### config.mk
export PLATFORM = sky130hd
export DESIGN_NAME = s71_link
export DESIGN_NICKNAME = d
export VERILOG_FILES = /design/src/include/s71_pkg.sv /design/src/rtl/s71_bal_enc.sv /design/src/rtl/s71_fifo.sv /design/src/rtl/s71_link.sv
export SDC_FILE = /design/constraint.sdc
export NUM_CORES = 1
export LEC_CHECK = 0
export ABC_CLOCK_PERIOD_IN_PS = 5530
export BUFFER_PORTS_ARGS = -buffer_cell sky130_fd_sc_hd__clkbuf_2
export CAP_MARGIN = 20
export CORE_ASPECT_RATIO = 0.7
export CORE_MARGIN = 2
export CORE_UTILIZATION = 50
export CTS_CLUSTER_DIAMETER = 80
export DETAILED_ROUTE_END_ITERATION = 10
export GPL_ROUTABILITY_DRIVEN = 0
export PLACE_DENSITY = 0.75
export SLEW_MARGIN = 20
export SYNTH_ARGS = -nofsm -noshare
export SYNTH_HDL_FRONTEND = slang
export SYNTH_SLANG_ARGS = --single-unit
### constraint.sdc
create_clock -name clk -period 5.53 [get_ports clk]
set_input_delay 0 -clock clk [delete_from_list [all_inputs] [get_ports clk]]
set_output_delay 0 -clock clk [all_outputs]
set_load 0.05 [all_outputs]
### src/include/s71_pkg.sv
// shared constants and types of the 7:1 serializer and 1:7 deserializer
package s71_pkg;

	// ----------------------------------------------------------------
	// clocking and word sequencing
	// ----------------------------------------------------------------
	localparam int CLK_PERIOD_PS = 25000; // system clock period, 40 MHz
	localparam int BITS_PER_LINE = 7;     // serial bits of one word on one line
	localparam int DATA_PER_LINE = 6;     // user bits per line in balanced mode
	localparam int LINES_PER_SLICE = 4;   // lines of one slice
	localparam logic [2:0] PHASE_A = 3'h0;    // first word of a pair is taken
	localparam logic [2:0] PHASE_B = 3'h3;    // second word of a pair is taken
	localparam logic [2:0] PHASE_LAST = 3'h6; // seven cycles carry two words

	// forwarded clock, one bit per bit time over two words: four high, three low
	localparam logic [13:0] FWD_PATTERN = 14'h078f;

	// value of the balance bit when a group holds three ones and three zeros
	localparam logic BAL_TIE = 1'b0;

	// ----------------------------------------------------------------
	// receive clock phase shift setting
	// ----------------------------------------------------------------
	localparam int FWD_PERIOD_PS = CLK_PERIOD_PS * 7 / 2; // word period
	localparam int SETUP_PS = 1500;   // input setup time
	localparam int HOLD_PS = -900;    // input hold time
	localparam int PHASE_SCALE = 256; // full period of the shift dial
	localparam int EYE_SHIFT_PS = FWD_PERIOD_PS / 4 + (SETUP_PS - HOLD_PS) / 2;
	localparam logic [7:0] PHASE_SHIFT = 8'(EYE_SHIFT_PS * PHASE_SCALE / FWD_PERIOD_PS);

	// ----------------------------------------------------------------
	// receive fifo and framing
	// ----------------------------------------------------------------
	localparam int FIFO_DEPTH = 16;
	localparam logic [2:0] RX_CNT_IDLE = 3'h7; // no word in progress

	typedef enum logic
	{
		S71_RX_HUNT = 1'b0,
		S71_RX_LOCK = 1'b1
	} s71_rx_state_t;

endpackage

### src/rtl/s71_bal_enc.sv
// dc balance bit for one line's six-bit serial group
`timescale 1ns/1ps
`default_nettype none
module s71_bal_enc
	import s71_pkg::*;
(
	input  wire logic [5:0] group,
	output logic            bal
);

	// --------------------------------------------------------------
	// count the ones and pick the bit that pulls the line to balance
	// --------------------------------------------------------------
	always_comb
	begin
		logic [2:0] ones;
		ones = 3'h0;
		for (int i = 0; i < 6; i++)
		begin
			ones = ones + {2'h0, group[i]};
		end
		if (ones > 3'h3)
		begin
			bal = 1'b0;
		end
		else if (ones < 3'h3)
		begin
			bal = 1'b1;
		end
		else
		begin
			bal = BAL_TIE;
		end
	end

endmodule
`default_nettype wire

### src/rtl/s71_fifo.sv
// shallow receive fifo with registered head and fill-level flags
`timescale 1ns/1ps
`default_nettype none
module s71_fifo
	import s71_pkg::*;
#(
	parameter int WIDTH = 28,
	parameter int DEPTH = FIFO_DEPTH,
	parameter int AW    = $clog2(DEPTH)
)
(
	input  wire logic             clk,
	input  wire logic             reset,
	input  wire logic             wr_valid,
	input  wire logic [WIDTH-1:0] wr_data,
	output logic                  wr_ready,
	input  wire logic             rd_ready,
	output logic                  rd_valid,
	output logic [WIDTH-1:0]      rd_data,
	output logic                  lvl_quarter,
	output logic                  lvl_half,
	output logic                  lvl_three_q
);

	logic [WIDTH-1:0] mem [DEPTH];
	logic [AW-1:0]    wptr;
	logic [AW-1:0]    rptr;
	logic [AW:0]      count;
	logic [AW:0]      next_count;
	logic             push;
	logic             pop;

	// --------------------------------------------------------------
	// handshakes: refuse writes when full, refill head when free
	// --------------------------------------------------------------
	assign wr_ready = (count != (AW+1)'(DEPTH));
	assign push = wr_valid && wr_ready;
	assign pop = (count != '0) && (!rd_valid || rd_ready);
	assign next_count = count + (AW+1)'(push) - (AW+1)'(pop);

	// storage array, written only on accepted words
	always_ff @(posedge clk)
	begin
		if (push)
		begin
			mem[wptr] <= wr_data;
		end
	end

	// pointers and fill count
	always_ff @(posedge clk)
	begin
		if (reset)
		begin
			wptr <= '0;
			rptr <= '0;
			count <= '0;
		end
		else
		begin
			wptr <= push ? wptr + AW'(1) : wptr;
			rptr <= pop ? rptr + AW'(1) : rptr;
			count <= next_count;
		end
	end

	// registered head word for the reading logic
	always_ff @(posedge clk)
	begin
		if (reset)
		begin
			rd_valid <= 1'b0;
			rd_data <= '0;
		end
		else if (pop)
		begin
			rd_valid <= 1'b1;
			rd_data <= mem[rptr];
		end
		else if (rd_ready)
		begin
			rd_valid <= 1'b0;
		end
	end

	// fill-level flags at a quarter, a half and three quarters
	always_ff @(posedge clk)
	begin
		if (reset)
		begin
			lvl_quarter <= 1'b0;
			lvl_half <= 1'b0;
			lvl_three_q <= 1'b0;
		end
		else
		begin
			lvl_quarter <= next_count >= (AW+1)'(DEPTH / 4);
			lvl_half <= next_count >= (AW+1)'(DEPTH / 2);
			lvl_three_q <= next_count >= (AW+1)'(DEPTH * 3 / 4);
		end
	end

	// --------------------------------------------------------------
	// checks
	// --------------------------------------------------------------
	property p_level_order;
		@(posedge clk) disable iff (reset)
		lvl_three_q |-> (lvl_half && lvl_quarter && count >= (AW+1)'(DEPTH * 3 / 4));
	endproperty
	a_level_order: assert property (p_level_order) else $error("fill flags disagree");

	property p_full_holds;
		@(posedge clk) disable iff (reset)
		(count == (AW+1)'(DEPTH) && !pop) |=> (count == (AW+1)'(DEPTH) && $stable(wptr));
	endproperty
	a_full_holds: assert property (p_full_holds) else $error("write taken while full");

endmodule
`default_nettype wire

### src/rtl/s71_link.sv
// 7:1 ddr serializer and 1:7 deserializer slices with forwarded clock framing
`timescale 1ns/1ps
`default_nettype none
module s71_link
	import s71_pkg::*;
#(
	parameter int SLICES = 1,
	parameter int DEPTH  = FIFO_DEPTH,
	parameter int LINES  = SLICES * LINES_PER_SLICE,
	parameter int WBITS  = LINES * BITS_PER_LINE
)
(
	input  wire logic             clk,
	input  wire logic             reset,
	input  wire logic             bal_en,
	input  wire logic [WBITS-1:0] tx_word,
	output logic                  tx_take,
	output logic [LINES-1:0]      tx_line_rise,
	output logic [LINES-1:0]      tx_line_fall,
	output logic                  tx_fwd_rise,
	output logic                  tx_fwd_fall,
	input  wire logic [LINES-1:0] rx_line_rise,
	input  wire logic [LINES-1:0] rx_line_fall,
	input  wire logic             rx_fwd_rise,
	input  wire logic             rx_fwd_fall,
	input  wire logic             rx_rev,
	input  wire logic             rx_ready,
	output logic                  rx_valid,
	output logic [WBITS-1:0]      rx_data,
	output logic                  rx_quarter,
	output logic                  rx_half,
	output logic                  rx_three_q,
	output logic                  rx_overflow,
	output logic                  rx_locked,
	output logic [7:0]            phase_shift
);

	// ----------------------------------------------------------------
	// transmit: word phase and line coding
	// ----------------------------------------------------------------
	logic [2:0]       phase;
	logic [2:0]       next_phase;
	logic [LINES-1:0] bal;
	logic [WBITS-1:0] coded;
	logic [WBITS-1:0] hold_a;
	logic [WBITS-1:0] hold_b;
	logic [WBITS-1:0] cur_a;
	logic [WBITS-1:0] cur_b;
	logic [13:0]      stream [LINES];
	logic [3:0]       pair_idx;

	// seven bit-clock cycles carry two words, so the word clock is 3.5x slower
	assign next_phase = (phase == PHASE_LAST) ? PHASE_A : phase + 3'h1;

	always_ff @(posedge clk)
	begin
		if (reset)
		begin
			phase <= PHASE_A;
		end
		else
		begin
			phase <= next_phase;
		end
	end

	// take strobe is high in the cycle a word is sampled
	always_ff @(posedge clk)
	begin
		if (reset)
		begin
			tx_take <= 1'b0;
		end
		else
		begin
			tx_take <= (next_phase == PHASE_A) || (next_phase == PHASE_B);
		end
	end

	// per line: plain seven bits, or six user bits and a balance bit
	for (genvar l = 0; l < LINES; l++)
	begin : g_code
		s71_bal_enc u_bal
		(
			.group (tx_word[l*DATA_PER_LINE +: DATA_PER_LINE]),
			.bal   (bal[l])
		);

		always_comb
		begin
			if (bal_en)
			begin
				coded[l*BITS_PER_LINE +: DATA_PER_LINE] =
					tx_word[l*DATA_PER_LINE +: DATA_PER_LINE];
				coded[l*BITS_PER_LINE + DATA_PER_LINE] = bal[l];
			end
			else
			begin
				coded[l*BITS_PER_LINE +: BITS_PER_LINE] =
					tx_word[l*BITS_PER_LINE +: BITS_PER_LINE];
			end
		end
	end

	// the two words of a pair, held for the cycles that send them
	always_ff @(posedge clk)
	begin
		if (reset)
		begin
			hold_a <= '0;
			hold_b <= '0;
		end
		else
		begin
			if (phase == PHASE_A)
			begin
				hold_a <= coded;
			end
			if (phase == PHASE_B)
			begin
				hold_b <= coded;
			end
		end
	end

	// a word is used in the same cycle it is taken, so the first pair is not late
	assign cur_a = (phase == PHASE_A) ? coded : hold_a;
	assign cur_b = (phase == PHASE_B) ? coded : hold_b;
	assign pair_idx = {phase, 1'b0};

	// per-line 14-bit serial stream of one word pair, bit 0 first
	always_comb
	begin
		for (int l = 0; l < LINES; l++)
		begin
			for (int t = 0; t < BITS_PER_LINE; t++)
			begin
				stream[l][t] = cur_a[l*BITS_PER_LINE + t];
				stream[l][t + BITS_PER_LINE] = cur_b[l*BITS_PER_LINE + t];
			end
		end
	end

	// ----------------------------------------------------------------
	// transmit: ddr bit pairs and forwarded clock
	// ----------------------------------------------------------------
	// every slice shares phase and clock, so slices line up bit for bit
	for (genvar l = 0; l < LINES; l++)
	begin : g_tx_line
		always_ff @(posedge clk)
		begin
			if (reset)
			begin
				tx_line_rise[l] <= 1'b0;
				tx_line_fall[l] <= 1'b0;
			end
			else
			begin
				tx_line_rise[l] <= stream[l][pair_idx];
				tx_line_fall[l] <= stream[l][pair_idx + 4'h1];
			end
		end
	end

	// forwarded clock from the word phase: rises with bit 0 of each word
	always_ff @(posedge clk)
	begin
		if (reset)
		begin
			tx_fwd_rise <= 1'b0;
			tx_fwd_fall <= 1'b0;
		end
		else
		begin
			tx_fwd_rise <= FWD_PATTERN[pair_idx];
			tx_fwd_fall <= FWD_PATTERN[pair_idx + 4'h1];
		end
	end

	// ----------------------------------------------------------------
	// receive: framing on the forwarded clock
	// ----------------------------------------------------------------
	logic [WBITS-1:0] acc;
	logic [WBITS-1:0] next_acc;
	logic [WBITS-1:0] done_word;
	logic [WBITS-1:0] rx_word;
	logic [2:0]       cnt;
	logic [2:0]       next_cnt;
	logic             prev_fwd;
	logic             word_done;
	logic             rx_emit;
	logic             fifo_ready;
	s71_rx_state_t    rx_state;

	// walk the rising then falling bit; a clock rise restarts at bit 0
	always_comb
	begin
		logic       f;
		logic       pf;
		logic [2:0] c;
		logic [2:0] pos;
		f = 1'b0;
		pf = prev_fwd;
		c = cnt;
		pos = 3'h0;
		next_acc = acc;
		done_word = acc;
		word_done = 1'b0;
		for (int s = 0; s < 2; s++)
		begin
			f = (s == 0) ? rx_fwd_rise : rx_fwd_fall;
			if (f && !pf)
			begin
				c = 3'h0;
			end
			if (c != RX_CNT_IDLE)
			begin
				pos = rx_rev ? 3'h6 - c : c;
				for (int l = 0; l < LINES; l++)
				begin
					next_acc[l*BITS_PER_LINE + int'(pos)] =
						(s == 0) ? rx_line_rise[l] : rx_line_fall[l];
				end
				if (c == 3'h6)
				begin
					word_done = 1'b1;
					done_word = next_acc;
				end
				c = c + 3'h1;
			end
			pf = f;
		end
		next_cnt = c;
	end

	// framing state, shared by all slices through one forwarded clock
	always_ff @(posedge clk)
	begin
		if (reset)
		begin
			acc <= '0;
			cnt <= RX_CNT_IDLE;
			prev_fwd <= 1'b0;
		end
		else
		begin
			acc <= next_acc;
			cnt <= next_cnt;
			prev_fwd <= rx_fwd_fall;
		end
	end

	// completed words for the fifo
	always_ff @(posedge clk)
	begin
		if (reset)
		begin
			rx_emit <= 1'b0;
			rx_word <= '0;
		end
		else
		begin
			rx_emit <= word_done;
			rx_word <= done_word;
		end
	end

	// lock once the first forwarded clock rise has been seen
	always_ff @(posedge clk)
	begin
		if (reset)
		begin
			rx_state <= S71_RX_HUNT;
		end
		else
		begin
			unique case (rx_state)
				S71_RX_HUNT: rx_state <= (next_cnt != RX_CNT_IDLE) ? S71_RX_LOCK : S71_RX_HUNT;
				S71_RX_LOCK: rx_state <= S71_RX_LOCK;
			endcase
		end
	end

	// status flops: lock, sticky overflow, phase dial setting
	always_ff @(posedge clk)
	begin
		if (reset)
		begin
			rx_locked <= 1'b0;
			rx_overflow <= 1'b0;
			phase_shift <= 8'h00;
		end
		else
		begin
			rx_locked <= (rx_state == S71_RX_LOCK);
			rx_overflow <= rx_overflow || (rx_emit && !fifo_ready);
			phase_shift <= PHASE_SHIFT;
		end
	end

	// ----------------------------------------------------------------
	// receive: shallow fifo to the reading logic
	// ----------------------------------------------------------------
	s71_fifo #(
		.WIDTH (WBITS),
		.DEPTH (DEPTH)
	) u_fifo (
		.clk         (clk),
		.reset       (reset),
		.wr_valid    (rx_emit),
		.wr_data     (rx_word),
		.wr_ready    (fifo_ready),
		.rd_ready    (rx_ready),
		.rd_valid    (rx_valid),
		.rd_data     (rx_data),
		.lvl_quarter (rx_quarter),
		.lvl_half    (rx_half),
		.lvl_three_q (rx_three_q)
	);

	// ----------------------------------------------------------------
	// checks
	// ----------------------------------------------------------------
	property p_take_gap;
		@(posedge clk) disable iff (reset)
		tx_take |=> !tx_take [*2];
	endproperty
	a_take_gap: assert property (p_take_gap) else $error("words taken too close");

	property p_fwd_frame;
		@(posedge clk) disable iff (reset)
		(phase == PHASE_A) |=> (tx_fwd_rise && tx_fwd_fall) [*2]
			##1 (!tx_fwd_rise && !tx_fwd_fall) ##1 (!tx_fwd_rise && tx_fwd_fall);
	endproperty
	a_fwd_frame: assert property (p_fwd_frame) else $error("forwarded clock shape wrong");

	property p_first_pair;
		@(posedge clk) disable iff (reset)
		(phase == PHASE_A) |=> (tx_fwd_rise && tx_line_rise[0] == $past(coded[0])
			&& tx_line_fall[0] == $past(coded[1]));
	endproperty
	a_first_pair: assert property (p_first_pair) else $error("first pair misaligned");

	property p_second_word;
		@(posedge clk) disable iff (reset)
		(phase == PHASE_B) |=> (tx_line_rise[0] == $past(hold_a[6])
			&& tx_line_fall[0] == $past(coded[0]) && tx_fwd_fall);
	endproperty
	a_second_word: assert property (p_second_word) else $error("second word misaligned");

	property p_bal_data;
		@(posedge clk) disable iff (reset)
		bal_en |-> (coded[12:7] == tx_word[11:6]);
	endproperty
	a_bal_data: assert property (p_bal_data) else $error("balanced data misplaced");

	property p_bal_bit;
		@(posedge clk) disable iff (reset)
		bal_en |-> ((($countones(tx_word[5:0]) > 3) && !coded[6])
			|| (($countones(tx_word[5:0]) < 3) && coded[6])
			|| ($countones(tx_word[5:0]) == 3));
	endproperty
	a_bal_bit: assert property (p_bal_bit) else $error("balance bit wrong");

	property p_bal_tie;
		@(posedge clk) disable iff (reset)
		(bal_en && $countones(tx_word[5:0]) == 3) |-> (coded[6] == BAL_TIE);
	endproperty
	a_bal_tie: assert property (p_bal_tie) else $error("tie balance bit wrong");

	property p_rx_gap;
		@(posedge clk) disable iff (reset)
		rx_emit |=> !rx_emit [*2];
	endproperty
	a_rx_gap: assert property (p_rx_gap) else $error("words emitted too close");

	property p_rx_frame;
		@(posedge clk) disable iff (reset)
		(rx_fwd_rise && !prev_fwd && rx_fwd_fall) ##1 (rx_fwd_rise && rx_fwd_fall)
			##1 (!rx_fwd_rise && !rx_fwd_fall) |-> ##2 rx_emit;
	endproperty
	a_rx_frame: assert property (p_rx_frame) else $error("word not framed on clock");

endmodule
`default_nettype wire

==> impl_metrics.json <==
{
  "rsz0062_at_grt": "no",
  "layout.cells.most_common_list": "448 x edfxtp_1, 175 x nand2_1, 175 x dfxtp_1",
  "worstMarginPinSlew_ns": 1.151,
  "core_region_area_sq_um": 55130,
  "wl_per_cell_um": 25.05,
  "clkTransAtPathRegs_ns": 0.07,
  "fin_ws_ns": 0.3746,
  "drv_cap": 0,
  "antenna_found_initial": 1,
  "power_density_nw_per_um2": 451.6,
  "synth.avg_cell_area_sq_um": 13.94,
  "drc_errors": 0,
  "hold_depth": 4,
  "final_nets": 2185,
  "peakVddDrop_uv": 381.1,
  "synth_edf_count": 448,
  "final_common_cell": "edfxtp_1",
  "fin_skew_ns": 0.03758,
  "num_io_pins": 96,
  "vias": 18330,
  "via_per_inst": 6.358,
  "reg2reg_slack_ns": 0.37,
  "netlist_instances": 1994,
  "synth_top_family_by_area": "multiplexers",
  "fin_tns_setup_ns": 0,
  "dr.pass1.iters": 7,
  "critPathMaxFanout": 24,
  "yosys.area_share.adder_pct": 2.421,
  "num_antenna_cells": 0,
  "ys_types": 100,
  "grt_pass1_wl_um": 110400,
  "routed_wirelength_um": 72230,
  "p_leak_uw": 0.01072,
  "die_area_sq_um": 57530,
  "first_global_vias": 18170,
  "yosysSeqAreaShare_pct": 61.28,
  "overflow": 0,
  "fin_crit_ns": 5.155,
  "tritoncts": "done",
  "clock-root-buffer": "clkbuf_16",
  "drv_slew": 0,
  "period_share_pct": 93.23,
  "numCtsBuffers": 56,
  "drive_gt1_share_pct": 22.21,
  "cts_htree_levels": 2,
  "yosys_warnings": 0,
  "async_flop_share_pct": 0,
  "end_kind": "flip-flop",
  "hp-class": "input port to flip-flop",
  "reg2reg_depth": 22,
  "ant_nets": 0,
  "arrival_ns": 5.65,
  "synth_flop_cell": "edfxtp_1",
  "synth_xor_area_share_pct": 0.3151,
  "io_buffers": 90,
  "max_freq_mhz": 194.0,
  "muxShareOfSynthArea_pct": 14.34,
  "worstSkewPairLatency_ns": 0.62,
  "synth_area_sq_um": 27800,
  "holdPathEnd": "hold_a[23]",
  "dpl.hpwl_um": 44040,
  "max_slew_margin_pct": 23.29,
  "hold_path.startpoint": "tx_word[23]",
  "hold_viol": 0,
  "fp.dieH_um": 201.3,
  "clock_sinks": 627,
  "start_util_pct": 50.42,
  "r2r_start": "prev_fwd",
  "worstSetupPathType": "flip-flop to flip-flop",
  "status": "finished clean",
  "dpl_worst_slack_ns": 0.3216,
  "worst-endpoint-required_ns": 6.02,
  "grt_usage_pct": 25.18,
  "setup_violations": 0,
  "area_growth_pct": 12.87,
  "num_rows": 72,
  "synth-simple-area-share_pct": 8.561,
  "ys_ff_latch": 627,
  "grt_max_degree": 72,
  "first_iter_violations": 2571,
  "clockBufferDepth": 3,
  "synth_compound_area_share_pct": 9.555,
  "cp-start-kind": "flip-flop",
  "reg2reg_to": "acc[9]",
  "die_w_um": 285.8
}
kinds of logic after synthesis:
kind of cell               Yosys count
other                                1
muxes                              211
xor gates and xnor gates            10
buffers and inverters              209
AOI/OAI and AO/OA                  388
DFF                                627
adders and majority gates           46
and+or+nand+nor                    502
cells in the mapped netlist (7+ instances only):
cell	count	area, sq um
o21ai_0	57	285.3
a211oi_1	32	240.2
a32oi_1	9	78.83
inv_1	54	202.7
mux2i_1	47	470.5
a21o_1	8	60.06
xor2_1	7	61.31
a311oi_1	9	78.83
a21oi_1	116	580.6
o21ai_1	15	75.07
buf_1	10	37.54
ha_1	33	412.9
nor3_1	41	205.2
o21a_1	7	52.55
o211ai_1	14	105.1
fa_1	13	260.3
o31ai_1	7	52.55
edfxtp_1	448	13450
nand3_1	30	150.1
and2_1	21	131.4
and3_1	7	43.79
mux4_2	148	3333
buf_6	12	135.1
nor2_1	145	544.3
o22ai_1	12	75.07
nand2b_1	10	62.56
a31oi_1	17	106.4
buf_4	16	120.1
nand4_1	14	87.58
clkbuf_1	83	311.6
nor2b_1	11	68.82
dfxtp_1	179	3583
mux2_2	15	168.9
nor4_1	8	50.05
a221oi_1	7	61.31
buf_2	26	130.1
nand2_1	175	656.9
per-layer routing:
| layer | part of all wire, % | up-vias | GRT usage, % |
|---|---|---|---|
| met5 | 0 | - | 0 |
| li1 | - | 7858 | - |
| met2 | 46 | 1129 | 38.85 |
| met4 | 2.5 | 0 | 6.227 |
| met1 | 40 | 9163 | 35.88 |
| met3 | 11 | 181 | 6.553 |
worst max-delay path, stage by stage, from the launching register on:
cell	delay (ns)
dfxtp_1	0.33
nand2b_1	0.25
nand2_1	0.20
inv_2	0.15
ha_1	0.37
and2_2	0.28
nand2_4	0.08
buf_4	0.33
nor2_1	0.09
a211oi_2	0.30
ha_1	0.24
inv_1	0.05
ha_1	0.28
nand2_1	0.06
o21ai_1	0.12
nor2_2	0.16
buf_4	0.24
ha_1	0.37
nor2b_2	0.24
and2_1	0.26
nand2_1	0.14
nor3b_1	0.19
a2111oi_2	0.32
how the worst max path moves through the flow:
stage / startpoint / cells past startpoint / slack, ns / end
after floorplan: prev_fwd / 27 / 0.74 / acc[3]
final: prev_fwd / 22 / 0.37 / acc[9]
after CTS: prev_fwd / 22 / 0.31 / rx_word[3]
after detailed placement: prev_fwd / 22 / 0.32 / rx_word[3]
after global routing: prev_fwd / 22 / 0.03 / rx_word[13]
after global placement: prev_fwd / 22 / 0.59 / acc[9]
where the power goes:
part	leakage [uW]	internal (uW)	switching [uW]
sequential	0.00560	5550	541
clock	0.000907	2220	1770
combinational	0.00421	1630	2460
through the flow:
| stage | power, uW | area, sq um | utilization, % | hold slack [ns] | std cells |
|---|---|---|---|---|---|
| 3_3_place_gp | 10010 | 29020 | 52.63 | 0.2821 | 2733 |
| 3_5_place_dp | 10130 | 29020 | 52.64 | 0.2969 | 2733 |
| 5_1_grt | 14720 | 31380 | 56.91 | 0.06663 | 2883 |
| 6_report | 14170 | 31380 | 56.91 | 0.006608 | 2883 |
| 4_1_cts | 14120 | 31330 | 56.83 | 0.006830 | 2881 |
| 2_1_floorplan | 9008 | 27810 | - | 0.1282 | 1998 |
state kept, by name, summed over array words and instances, names as in the netlist, 3 cells and up:
| register | cells |
|---|---|
| u_fifo.rd_data | 28 |
| phase | 3 |
| tx_line_rise | 4 |
| u_fifo.wptr | 4 |
| u_fifo.mem | 448 |
| tx_line_fall | 4 |
| rx_word | 28 |
| acc | 28 |
| u_fifo.rptr | 4 |
| hold_a | 27 |
| cnt | 3 |
| u_fifo.count | 5 |
| hold_b | 28 |
what timing repair did:
action / in CTS / in global routing
hold buffers: 43 / 0
gates resized for setup: 0 / 4
endpoints found under the hold margin: 88 / 0
endpoints found under the setup margin: 0 / 17
buffers inserted: 0 / 2
area by class of cell:
| class | instances | area (sq um) |
|---|---|---|
| repair buffers | 188 | 1321 |
| multi-input cells | 1162 | 9965 |
| inverters | 61 | 236.5 |
| well taps | 740 | 925.9 |
| clock inverters | 29 | 332.8 |
| flip-flops and latches | 627 | 17050 |
| clock buffers | 76 | 1549 |
| fillers | 4258 | 23760 |
No activity file was read; power rests on OpenSTA's default activity.
